==> config.mk <==
export PLATFORM = sky130hd
export DESIGN_NAME = autoneg_ability_registers
export DESIGN_NICKNAME = d
export VERILOG_FILES = /design/src/hw/an_pkg.sv /design/src/hw/autoneg_ability_registers.sv /design/src/hw/strap_sync.sv
export VERILOG_INCLUDE_DIRS = /design/src /design/src/hw
export SDC_FILE = /design/constraint.sdc
export NUM_CORES = 1
export LEC_CHECK = 0
export BUFFER_PORTS_ARGS = -buffer_cell sky130_fd_sc_hd__buf_2
export CELL_PAD_IN_SITES_DETAIL_PLACEMENT = 1
export CELL_PAD_IN_SITES_GLOBAL_PLACEMENT = 2
export CORE_MARGIN = 3
export CORE_UTILIZATION = 25
export DETAILED_ROUTE_END_ITERATION = 10
export PLACE_DENSITY = 0.63
export SETUP_SLACK_MARGIN = 0.02
export SLEW_MARGIN = 20
export SYNTH_ARGS = -nofsm -noshare
export SYNTH_HDL_FRONTEND = slang
export SYNTH_SLANG_ARGS = --single-unit
==> constraint.sdc <==
create_clock -name CLOCK -period 2.05 [get_ports CLOCK]
set_clock_uncertainty 0.05 [all_clocks]
set_input_delay 0.205 -clock CLOCK [delete_from_list [all_inputs] [get_ports CLOCK]]
set_output_delay 0.205 -clock CLOCK [all_outputs]
set_load 0.01 [all_outputs]
==> src/hw/an_defs.svh <==
// Offsets, field positions, reset values and masks of the
// auto-negotiation ability registers.
// Assumes a 5-bit management register index and 16-bit words.
`ifndef AN_DEFS_SVH
`define AN_DEFS_SVH

`define IDX_ADVERT   5'h04
`define IDX_PARTNER  5'h05
`define IDX_EXPAN    5'h06

`define ADV_RESET    16'h0081
`define ADV_WR_MASK  16'h2dff
`define PART_RESET   16'h0001
`define PART_MASK    16'h27ff

`define B_NEXT_PAGE  15
`define B_ACK        14
`define B_RFAULT     13
`define B_PAUSE_ASYM 11
`define B_PAUSE_SYM  10
`define B_100FD      8
`define B_100HD      7
`define B_10FD       6
`define B_10HD       5

`define E_PD_FAULT   4
`define E_LP_NP      3
`define E_PAGE_RX    1
`define E_LP_AN      0

`define PAUSE_NONE   2'h0
`define PAUSE_SYM    2'h1
`define PAUSE_ASYM   2'h2

`endif

==> src/hw/an_pkg.sv <==
// Types shared by the auto-negotiation ability registers.
// Assumes the management engine presents one request per cycle.
package an_pkg;

    // One management access, decoded from the serial frame
    typedef struct packed {
        logic        rd;
        logic        wr;
        logic [4:0]  index;
        logic [15:0] wdata;
    } mgmt_req_t;

    // Base page word handed over by the arbitration logic
    typedef struct packed {
        logic        valid;
        logic [15:0] word;
    } page_t;

    // Resolved speed and duplex
    typedef struct packed {
        logic speed_100;
        logic full_duplex;
    } link_mode_t;

    typedef enum logic {ST_SAMPLE, ST_HELD} strap_state_t;

endpackage : an_pkg

==> src/hw/autoneg_ability_registers.sv <==
// Auto-negotiation advertisement, partner ability and expansion
// registers with pause and speed/duplex resolution.
// Assumes the management engine and arbitration logic share CLOCK.
`timescale 1ns/1ps
`include "an_defs.svh"
module autoneg_ability_registers
    import an_pkg::*;
(
    // Clock and reset
    input  wire logic        CLOCK,
    input  wire logic        RSTN,
    // Mode configuration strap pins
    input  wire logic [2:0]  MODE,
    // Management access
    input  wire mgmt_req_t   MGMT_REQ,
    output logic      [15:0] MGMT_RDATA,
    // Arbitration logic status
    input  wire page_t       PAGE,
    input  wire logic        PD_FAULT,
    input  wire logic        LP_AN_ABLE,
    input  wire logic        AN_COMPLETE,
    // Basic control bits
    input  wire logic        AN_ENABLE,
    input  wire logic        MAN_SPEED_100,
    input  wire logic        MAN_FULL_DUPLEX,
    // Results toward the transceiver
    output logic      [15:0] ADVERT_WORD,
    output logic      [1:0]  PAUSE_CFG,
    output link_mode_t       LINK_MODE
);

    // Register state
    logic [15:0]  partner;
    logic         pd_fault;
    logic         page_rx;
    logic         lp_np;
    logic         lp_an;
    strap_state_t strap_state;

    // Next values
    logic [15:0]  next_advert;
    logic [15:0]  next_partner;
    logic         next_pd_fault;
    logic         next_page_rx;
    logic         next_lp_np;
    logic         next_lp_an;
    strap_state_t next_strap_state;
    logic [15:0]  next_rdata;
    logic [1:0]   next_pause;
    link_mode_t   next_mode;

    // Decoded accesses and derived values
    logic         wr_adv;
    logic         rd_exp;
    logic [2:0]   mode_val;
    logic         mode_agree;
    logic [15:0]  expansion;
    logic [3:0]   common;

    // True for a request at the given index
    function automatic logic hit(input logic req, input logic [4:0] idx);
        hit = req && (MGMT_REQ.index == idx);
    endfunction : hit

    // Strap pins through three stages
    strap_sync #(
        .WIDTH (3)
    ) u_mode_sync (
        .clk   (CLOCK),
        .rstn  (RSTN),
        .pin   (MODE),
        .value (mode_val),
        .agree (mode_agree)
    );

    assign wr_adv = hit(MGMT_REQ.wr, `IDX_ADVERT);
    assign rd_exp = hit(MGMT_REQ.rd, `IDX_EXPAN);

    // local next page bit stays zero
    assign expansion = {11'h000, pd_fault, lp_np, 1'b0, page_rx, lp_an};

    // Abilities both ends advertise
    assign common = ADVERT_WORD[`B_100FD:`B_10HD]
                  & partner[`B_100FD:`B_10HD];

    // Advertisement and strap capture
    always_comb
    begin
        next_advert      = ADVERT_WORD;
        next_strap_state = strap_state;
        unique case (strap_state)
            ST_SAMPLE:
            begin
                // straps fill bits 8, 6, 5
                if (mode_agree)
                begin
                    next_advert[`B_100FD] = mode_val[2];
                    next_advert[`B_10FD]  = mode_val[1];
                    next_advert[`B_10HD]  = mode_val[0];
                    next_strap_state      = ST_HELD;
                end
            end
            ST_HELD:
            begin
                next_strap_state = ST_HELD;
            end
        endcase
        if (wr_adv)
        begin
            next_advert = MGMT_REQ.wdata & `ADV_WR_MASK;
        end
    end

    always_ff @(posedge CLOCK or negedge RSTN)
    begin
        if (!RSTN)
        begin
            ADVERT_WORD <= `ADV_RESET;
            strap_state <= ST_SAMPLE;
        end
        else
        begin
            ADVERT_WORD <= next_advert;
            strap_state <= next_strap_state;
        end
    end

    // Partner page and expansion status
    always_comb
    begin
        next_partner = partner;
        next_lp_np   = lp_np;
        if (PAGE.valid)
        begin
            next_partner = PAGE.word & `PART_MASK;
            next_partner[`B_ACK] = 1'b1;
            next_lp_np = PAGE.word[`B_NEXT_PAGE];
        end
        // fault latch, set beats read clear
        next_pd_fault = PD_FAULT | (pd_fault & ~rd_exp);
        // page latch, set beats read clear
        next_page_rx  = PAGE.valid | (page_rx & ~rd_exp);
        next_lp_an    = LP_AN_ABLE;
    end

    always_ff @(posedge CLOCK or negedge RSTN)
    begin
        if (!RSTN)
        begin
            partner  <= `PART_RESET;
            pd_fault <= 1'b0;
            page_rx  <= 1'b0;
            lp_np    <= 1'b0;
            lp_an    <= 1'b0;
        end
        else
        begin
            partner  <= next_partner;
            pd_fault <= next_pd_fault;
            page_rx  <= next_page_rx;
            lp_np    <= next_lp_np;
            lp_an    <= next_lp_an;
        end
    end

    // Read data, captured before any latch clears
    always_comb
    begin
        next_rdata = MGMT_RDATA;
        if (MGMT_REQ.rd)
        begin
            unique case (MGMT_REQ.index)
                `IDX_ADVERT:  next_rdata = ADVERT_WORD;
                `IDX_PARTNER: next_rdata = partner;
                `IDX_EXPAN:   next_rdata = expansion;
                default:      next_rdata = 16'h0000;
            endcase
        end
    end

    always_ff @(posedge CLOCK or negedge RSTN)
    begin
        if (!RSTN)
        begin
            MGMT_RDATA <= 16'h0000;
        end
        else
        begin
            MGMT_RDATA <= next_rdata;
        end
    end

    // Pause and speed/duplex resolution
    always_comb
    begin
        next_pause = `PAUSE_NONE;
        if (AN_COMPLETE && partner[`B_PAUSE_SYM])
        begin
            if (ADVERT_WORD[`B_PAUSE_SYM])
            begin
                next_pause = `PAUSE_SYM;
            end
            else if (ADVERT_WORD[`B_PAUSE_ASYM])
            begin
                next_pause = `PAUSE_ASYM;
            end
        end
        next_mode = LINK_MODE;
        if (!AN_ENABLE)
        begin
            next_mode.speed_100   = MAN_SPEED_100;
            next_mode.full_duplex = MAN_FULL_DUPLEX;
        end
        else if (AN_COMPLETE)
        begin
            next_mode.speed_100   = common[3] | common[2];
            next_mode.full_duplex = common[3]
                                  | (~common[2] & common[1]);
        end
    end

    always_ff @(posedge CLOCK or negedge RSTN)
    begin
        if (!RSTN)
        begin
            PAUSE_CFG <= `PAUSE_NONE;
            LINK_MODE <= '0;
        end
        else
        begin
            PAUSE_CFG <= next_pause;
            LINK_MODE <= next_mode;
        end
    end
endmodule : autoneg_ability_registers

==> src/hw/strap_sync.sv <==
// Three-stage synchroniser for pin inputs.
// Assumes inputs are asynchronous to CLOCK; stage one feeds stage two only.
`timescale 1ns/1ps
module strap_sync #(
    parameter int WIDTH = 3
) (
    // Clock and reset
    input  wire logic             clk,
    input  wire logic             rstn,
    // Pin side and synchronised side
    input  wire logic [WIDTH-1:0] pin,
    output logic      [WIDTH-1:0] value,
    output logic                  agree
);

    logic [WIDTH-1:0] s1;
    logic [WIDTH-1:0] s2;
    logic [WIDTH-1:0] s3;
    logic [1:0]       fill;
    logic [1:0]       next_fill;

    // Count edges until stage three holds a pin sample, not a reset zero
    always_comb
    begin
        next_fill = fill;
        if (fill != 2'h3)
        begin
            next_fill = fill + 2'h1;
        end
    end

    // Shift chain
    always_ff @(posedge clk or negedge rstn)
    begin
        if (!rstn)
        begin
            s1 <= '0;
            s2 <= '0;
            s3 <= '0;
            fill <= 2'h0;
        end
        else
        begin
            s1 <= pin;
            s2 <= s1;
            s3 <= s2;
            fill <= next_fill;
        end
    end

    // Value counts once stages two and three agree
    assign value = s3;
    // Reset zeros in stages two and three must not count as agreement
    assign agree = (fill == 2'h3) && (s2 == s3);

endmodule : strap_sync

# Yosys cells after proc, flatten, opt, wreduce, memory -nomap -nowiden
# Index checks and enable logic that the tools add are counted.
[totals]
regBits = 61
out_inout_bits = 36
[classes]
addsub = 1
n_eq_ne = 8
mux = 13
bitwise = 11
n_reduce_logical = 6
[ops]
columns = ["operator", "count"]
rows = [
  ["case mux 15 bit (3 select lines)", 1],
  ["equality test 5 x 3 -> 1 bit (second input constant)", 3],
  ["two-way mux 2 bit", 7],
  ["two-way mux 9 bit", 1],
  ["bitwise AND 4 bit", 1],
  ["logical AND 1 bit", 4],
  ["!= test 2 bit (second input constant)", 2],
  ["bitwise OR 1 bit", 4],
  ["bitwise AND 1 bit", 3],
  ["equality test 3 bit", 1],
  ["two-way mux 1 bit", 3],
  ["NOT 1 bit", 3],
  ["adder 2 x 1 -> 2 bit (second input constant)", 1],
  ["equality test 2 bit (second input constant)", 1],
  ["!= test 2 x 1 -> 1 bit (second input constant)", 1],
  ["case mux 1 bit (2 select lines)", 1],
  ["AND reduction 2 bit", 1],
  ["nonzero test 2 bit", 1],
]

# Longest topological paths before layout
[depth]
ltp_word = 6
ltp_mapped = 6
depth_no_buf = 4

# Cells and area by module
# Synthesis repeated with hierarchy kept, for this count alone.
[unflattened]
cells_unflattened = 188
hier_area_um2 = 2523.7
[by_module_without_submodules]
columns = ["mod", "instances", "cells_per_inst", "area_each_um2"]
rows = [
  ["autoneg_ability_registers", 1, 170, 2177.1],
  ["strap_sync", 1, 18, 346.6],
]

# Worst setup path before layout
# No wires, ideal clock.
[synth_timing]
path_kind = "in2reg"
startpoint = "input MGMT_REQ[17] (netlist name)"
endpoint = "register ADVERT_WORD[5]"
arrival_time_ns = 1.347
slack_ns = 0.528
cell_stages = 6
path_buffers = 2
cell_sequence = "buf_6 nor4b_4 nand3b_2 buf_2 o21ai_4 mux2_4"
[synth_via]
elab_chain_cells = 4
elab_cells_between_ends = 6
classes_between = "2 x eq/ne; 1 x mux; 3 x reduce/logical"
[synth_lines]
columns = ["element", "line", "text"]
rows = [
  ["start: declaration", "autoneg_ability_registers.sv:15", "input wire mgmt_req_t MGMT_REQ,"],
  ["equality test 5 x 3 -> 1 bit (*)", "autoneg_ability_registers.sv:62", "hit = req && (MGMT_REQ.index == idx);"],
  ["logical AND 1 bit (*)", "autoneg_ability_registers.sv:62", ""],
  ["!= test 2 x 1 -> 1 bit (no source line) / nonzero test 2 bit (equally long branches)", "--", ""],
  ["AND reduction 2 bit (no source line)", "--", ""],
  ["end signal: assignment", "autoneg_ability_registers.sv:118", "ADVERT_WORD <= `ADV_RESET;"],
  ["end signal: assignment", "autoneg_ability_registers.sv:123", "ADVERT_WORD <= next_advert;"],
  ["end: declaration", "autoneg_ability_registers.sv:27", "output logic [15:0] ADVERT_WORD,"],
]
# Mark *: on every way between the ends. The rest lies on a longest branch, timed or not.
# A chain may end at the register's enable or synchronous reset.

# Final worst setup path
[layout_timing]
startpoint = "register u_mode_sync.fill[0]"
endpoint = "register ADVERT_WORD[5]"
[layout_via]
elab_chain_cells = 4
[layout_lines]
columns = ["element", "line", "text"]
rows = [
  ["start: declaration", "strap_sync.sv:19", "logic [1:0] fill;"],
  ["start signal: assignment", "strap_sync.sv:47", "fill <= next_fill;"],
  ["equality test 2 bit", "strap_sync.sv:54", "assign agree = (fill == 2'h3) && (s2 == s3);"],
  ["logical AND 1 bit", "strap_sync.sv:54", ""],
  ["nonzero test 2 bit (no source line)", "--", ""],
  ["AND reduction 2 bit (no source line)", "--", ""],
]
# No other way between the ends.

==> results.py <==
metrics = {
    "worst_setup_path": {
        "cp_max_fo": 3,
        "path_buf_inv": 0,
        "path_class": "flip-flop to flip-flop",
        "max_stage_delay_ps": 370,
        "crit_chain": "ha_1, nand4_1, o21ai_4, mux2_4",
        "critPathLaunchType": "flip-flop",
        "end_kind": "flip-flop",
        "critical_path.top_delay_family": "flip-flops",
        "worstPathArrival_ps": 1650,
        "cp.required_ps": 2210,
        "slowest_stage": "dfrtp_1",
    },
    "global_routing": {
        "grt-ovfl-total": 0,
        "grt_pass1_wl_um": 9180,
        "grt_max_degree": 25,
        "first_global_vias": 1680,
        "antenna_found_initial": 0,
        "grt_usage_pct": 11.1,
    },
    "layout": {
        "antenna_cells": 0,
        "area.growth.synth_to_final_pct": 30.0,
        "nets": 318,
        "drive_gt1_share_pct": 48.9,
    },
    "timing": {
        "finalCritPeriodShare_pct": 72.7,
        "fmax_mhz": 671,
        "hold_violations": 0,
        "worst_slack_ps": 560,
        "setup_tns_ps": 0,
        "timing.final.crit_period_ps": 1490,
        "rsz0062_at_grt": "false",
        "setup_violations": 0,
        "drv_slew": 0,
    },
    "placed_design": {
        "pre_cts_ws_ps": 216,
        "gp_congestion": 0.675,
        "hpwlAfterDp_um": 4120,
        "numPortBuffers": 73,
    },
    "clock_tree": {
        "cts_root_buf": "clkbuf_8",
        "insertion_delay_ps": 320,
        "post_cts_buffers": 0,
        "postCtsHoldBufs": 6,
        "cts.sink_count": 59,
        "cts_made_buffers": 9,
        "cts_tree": "built",
        "htreeDepth": 3,
        "cts_resized": 0,
        "clock_path_buffers": 2,
        "clkTransAtPathRegs_ps": 70,
    },
    "power": {
        "leakagePower_nw": 1.45,
        "ir_drop_uv": 409,
        "p_per_area_nw_per_um2": 858,
    },
    "yosys": {
        "async_flop_share_pct": 100,
        "syn-cell-area_um2": 2420,
        "synth_edf_count": 0,
        "synth-seq-area-share_pct": 61.3,
        "yosysTopAreaCell": "dfrtp_1",
        "ys.flop_type": "dfrtp_1",
        "synth_cells": 179,
        "yosys-top-cells-area": "dfrtp_1 (58%), mux2_2 (13%), a22oi_1 (3.4%)",
        "syn_avg_cell_area_um2": 13.5,
        "yosysTopAreaCellShare_pct": 58.0,
        "ys_types": 33,
        "ys_ff_latch": 59,
        "yosys_warnings": 0,
    },
    "drt": {
        "postRouteAntennaNets": 0,
        "drt_iter0_markers": 40,
        "via_per_inst": 4.17,
        "dr.pass1.iters": 4,
        "routedWlPerCell_um": 14.6,
        "vias": 1662,
        "totalWireLength_um": 5820,
        "post-route-drc-count": 0,
    },
    "floorplan": {
        "die_area_um2": 10900,
        "ios": 87,
        "die_h_um": 104,
        "row_count": 35,
        "start_util_pct": 25.9,
        "dieWidth_um": 104,
        "core_um2": 9330,
    },
    "flow_run": {
        "cap_violations": 0,
    },
    "hold_path": {
        "hold_path.class": "primary input to flip-flop",
    },
    "outcome": {
        "status": "finished clean",
    },
}
[cells by family (layout without fill, tap and decap cells)]
group | after synthesis | count (layout) | synth area share, %
flip-flops | 59 | 59 | 61.3
multiplexers | 34 | 34 | 16.3
AO/OA/AOI/OAI | 31 | 31 | 8.39
adder cells (fa/ha/maj) | 1 | 1 | 0.518
AND/OR/NAND/NOR | 30 | 30 | 7.46
other | 1 | 6 | 0.155
buffers and inverters | 19 | 105 | 4.45
XOR/XNOR | 4 | 4 | 1.45
[worst paths after layout]
check	startpoint	end	slack (ps)	cells past startpoint
worst max-delay path	u_mode_sync.fill[0]$_DFFE_PN0N_	ADVERT_WORD[5]$_DFFE_PN0P_	560	4
min in group asynchronous	RSTN	page_rx$_DFF_PN0_	300	2
max in group asynchronous	RSTN	MGMT_RDATA[0]$_DFFE_PN0P_	960	3
worst min-delay path	AN_ENABLE	LINK_MODE[1]$_DFFE_PN0P_	50	2
worst min register to register	u_mode_sync.s1[2]$_DFF_PN0_	u_mode_sync.s2[2]$_DFF_PN0_	300	0
worst max register to register	u_mode_sync.fill[0]$_DFFE_PN0N_	ADVERT_WORD[5]$_DFFE_PN0P_	560	4
[cell usage after synthesis (2+ instances only)]
| library cell | instances |
|---|---|
| a21o_1 | 2 |
| a21oi_1 | 11 |
| a22oi_1 | 11 |
| buf_2 | 2 |
| buf_4 | 7 |
| clkbuf_1 | 5 |
| dfrtp_1 | 56 |
| dfstp_2 | 3 |
| inv_1 | 4 |
| mux2_1 | 3 |
| mux2_2 | 28 |
| mux2_4 | 3 |
| nand2_1 | 2 |
| nand3_1 | 6 |
| nor2_1 | 12 |
| o21ai_0 | 4 |
| xnor2_1 | 4 |
[flip-flops by register name, summed over array words and instances, names as in the netlist]
name,flops
MGMT_RDATA,14
LINK_MODE,2
u_mode_sync.fill,2
u_mode_sync.s1,3
strap_state,1
page_rx,1
PAUSE_CFG,2
u_mode_sync.s2,3
lp_np,1
partner,13
lp_an,1
pd_fault,1
ADVERT_WORD,12
u_mode_sync.value,3
[cells in the final DEF, fill, tap and decap left out, drive strengths merged, types with 6 or more instances in the layout]
cell         netlist  final
nand3              6      6
dfrtp             56     56
clkbuf             5     12
conb               1      6
a22oi             11     11
dlygate4sd3        0      6
mux2              34     34
nor2              12     12
a21oi             11     11
buf               10     80
[stage by stage]
| stage | hold slack (ps) | std cells | power, mW | instance area, um2 | util [%] |
|---|---|---|---|---|---|
| after floorplan | -141 | 184 | 1.62 | 2430 | - |
| after global placement | 126 | 378 | 1.82 | 2920 | 31.3 |
| after detailed placement | 125 | 378 | 1.83 | 2920 | 31.3 |
| after CTS | 32.7 | 399 | 2.76 | 3140 | 33.7 |
| after global routing | 31.1 | 399 | 2.88 | 3140 | 33.7 |
| final | 54.0 | 399 | 2.69 | 3140 | 33.7 |
[power by group]
| part | leakage [nW] | total, mW | switching (mW) | internal, mW |
|---|---|---|---|---|
| logic | 0.669 | 0.418 | 0.196 | 0.222 |
| registers | 0.697 | 1.38 | 0.0901 | 1.29 |
| clock network | 0.0860 | 0.892 | 0.432 | 0.459 |
[final cells by class]
class                      count  area, um2
inverter                       4       15.0
clock buffer                  12        145
multi-input combinational    106        847
timing repair buffer          86        478
sequential                    59       1480
tap                          129        161
fill                        1042       6190
clock inverter                 3       15.0
[layer usage]
layer  global-route usage, %  vias to the layer above  routed length [um]
li1                        -                      790                   -
met5                       0                        -                   0
met3                    4.84                        9                 422
met4                    2.85                        0                  67
met1                    15.1                      808                2740
met2                    16.0                       55                2590
Power figures use the tool's default switching activity.
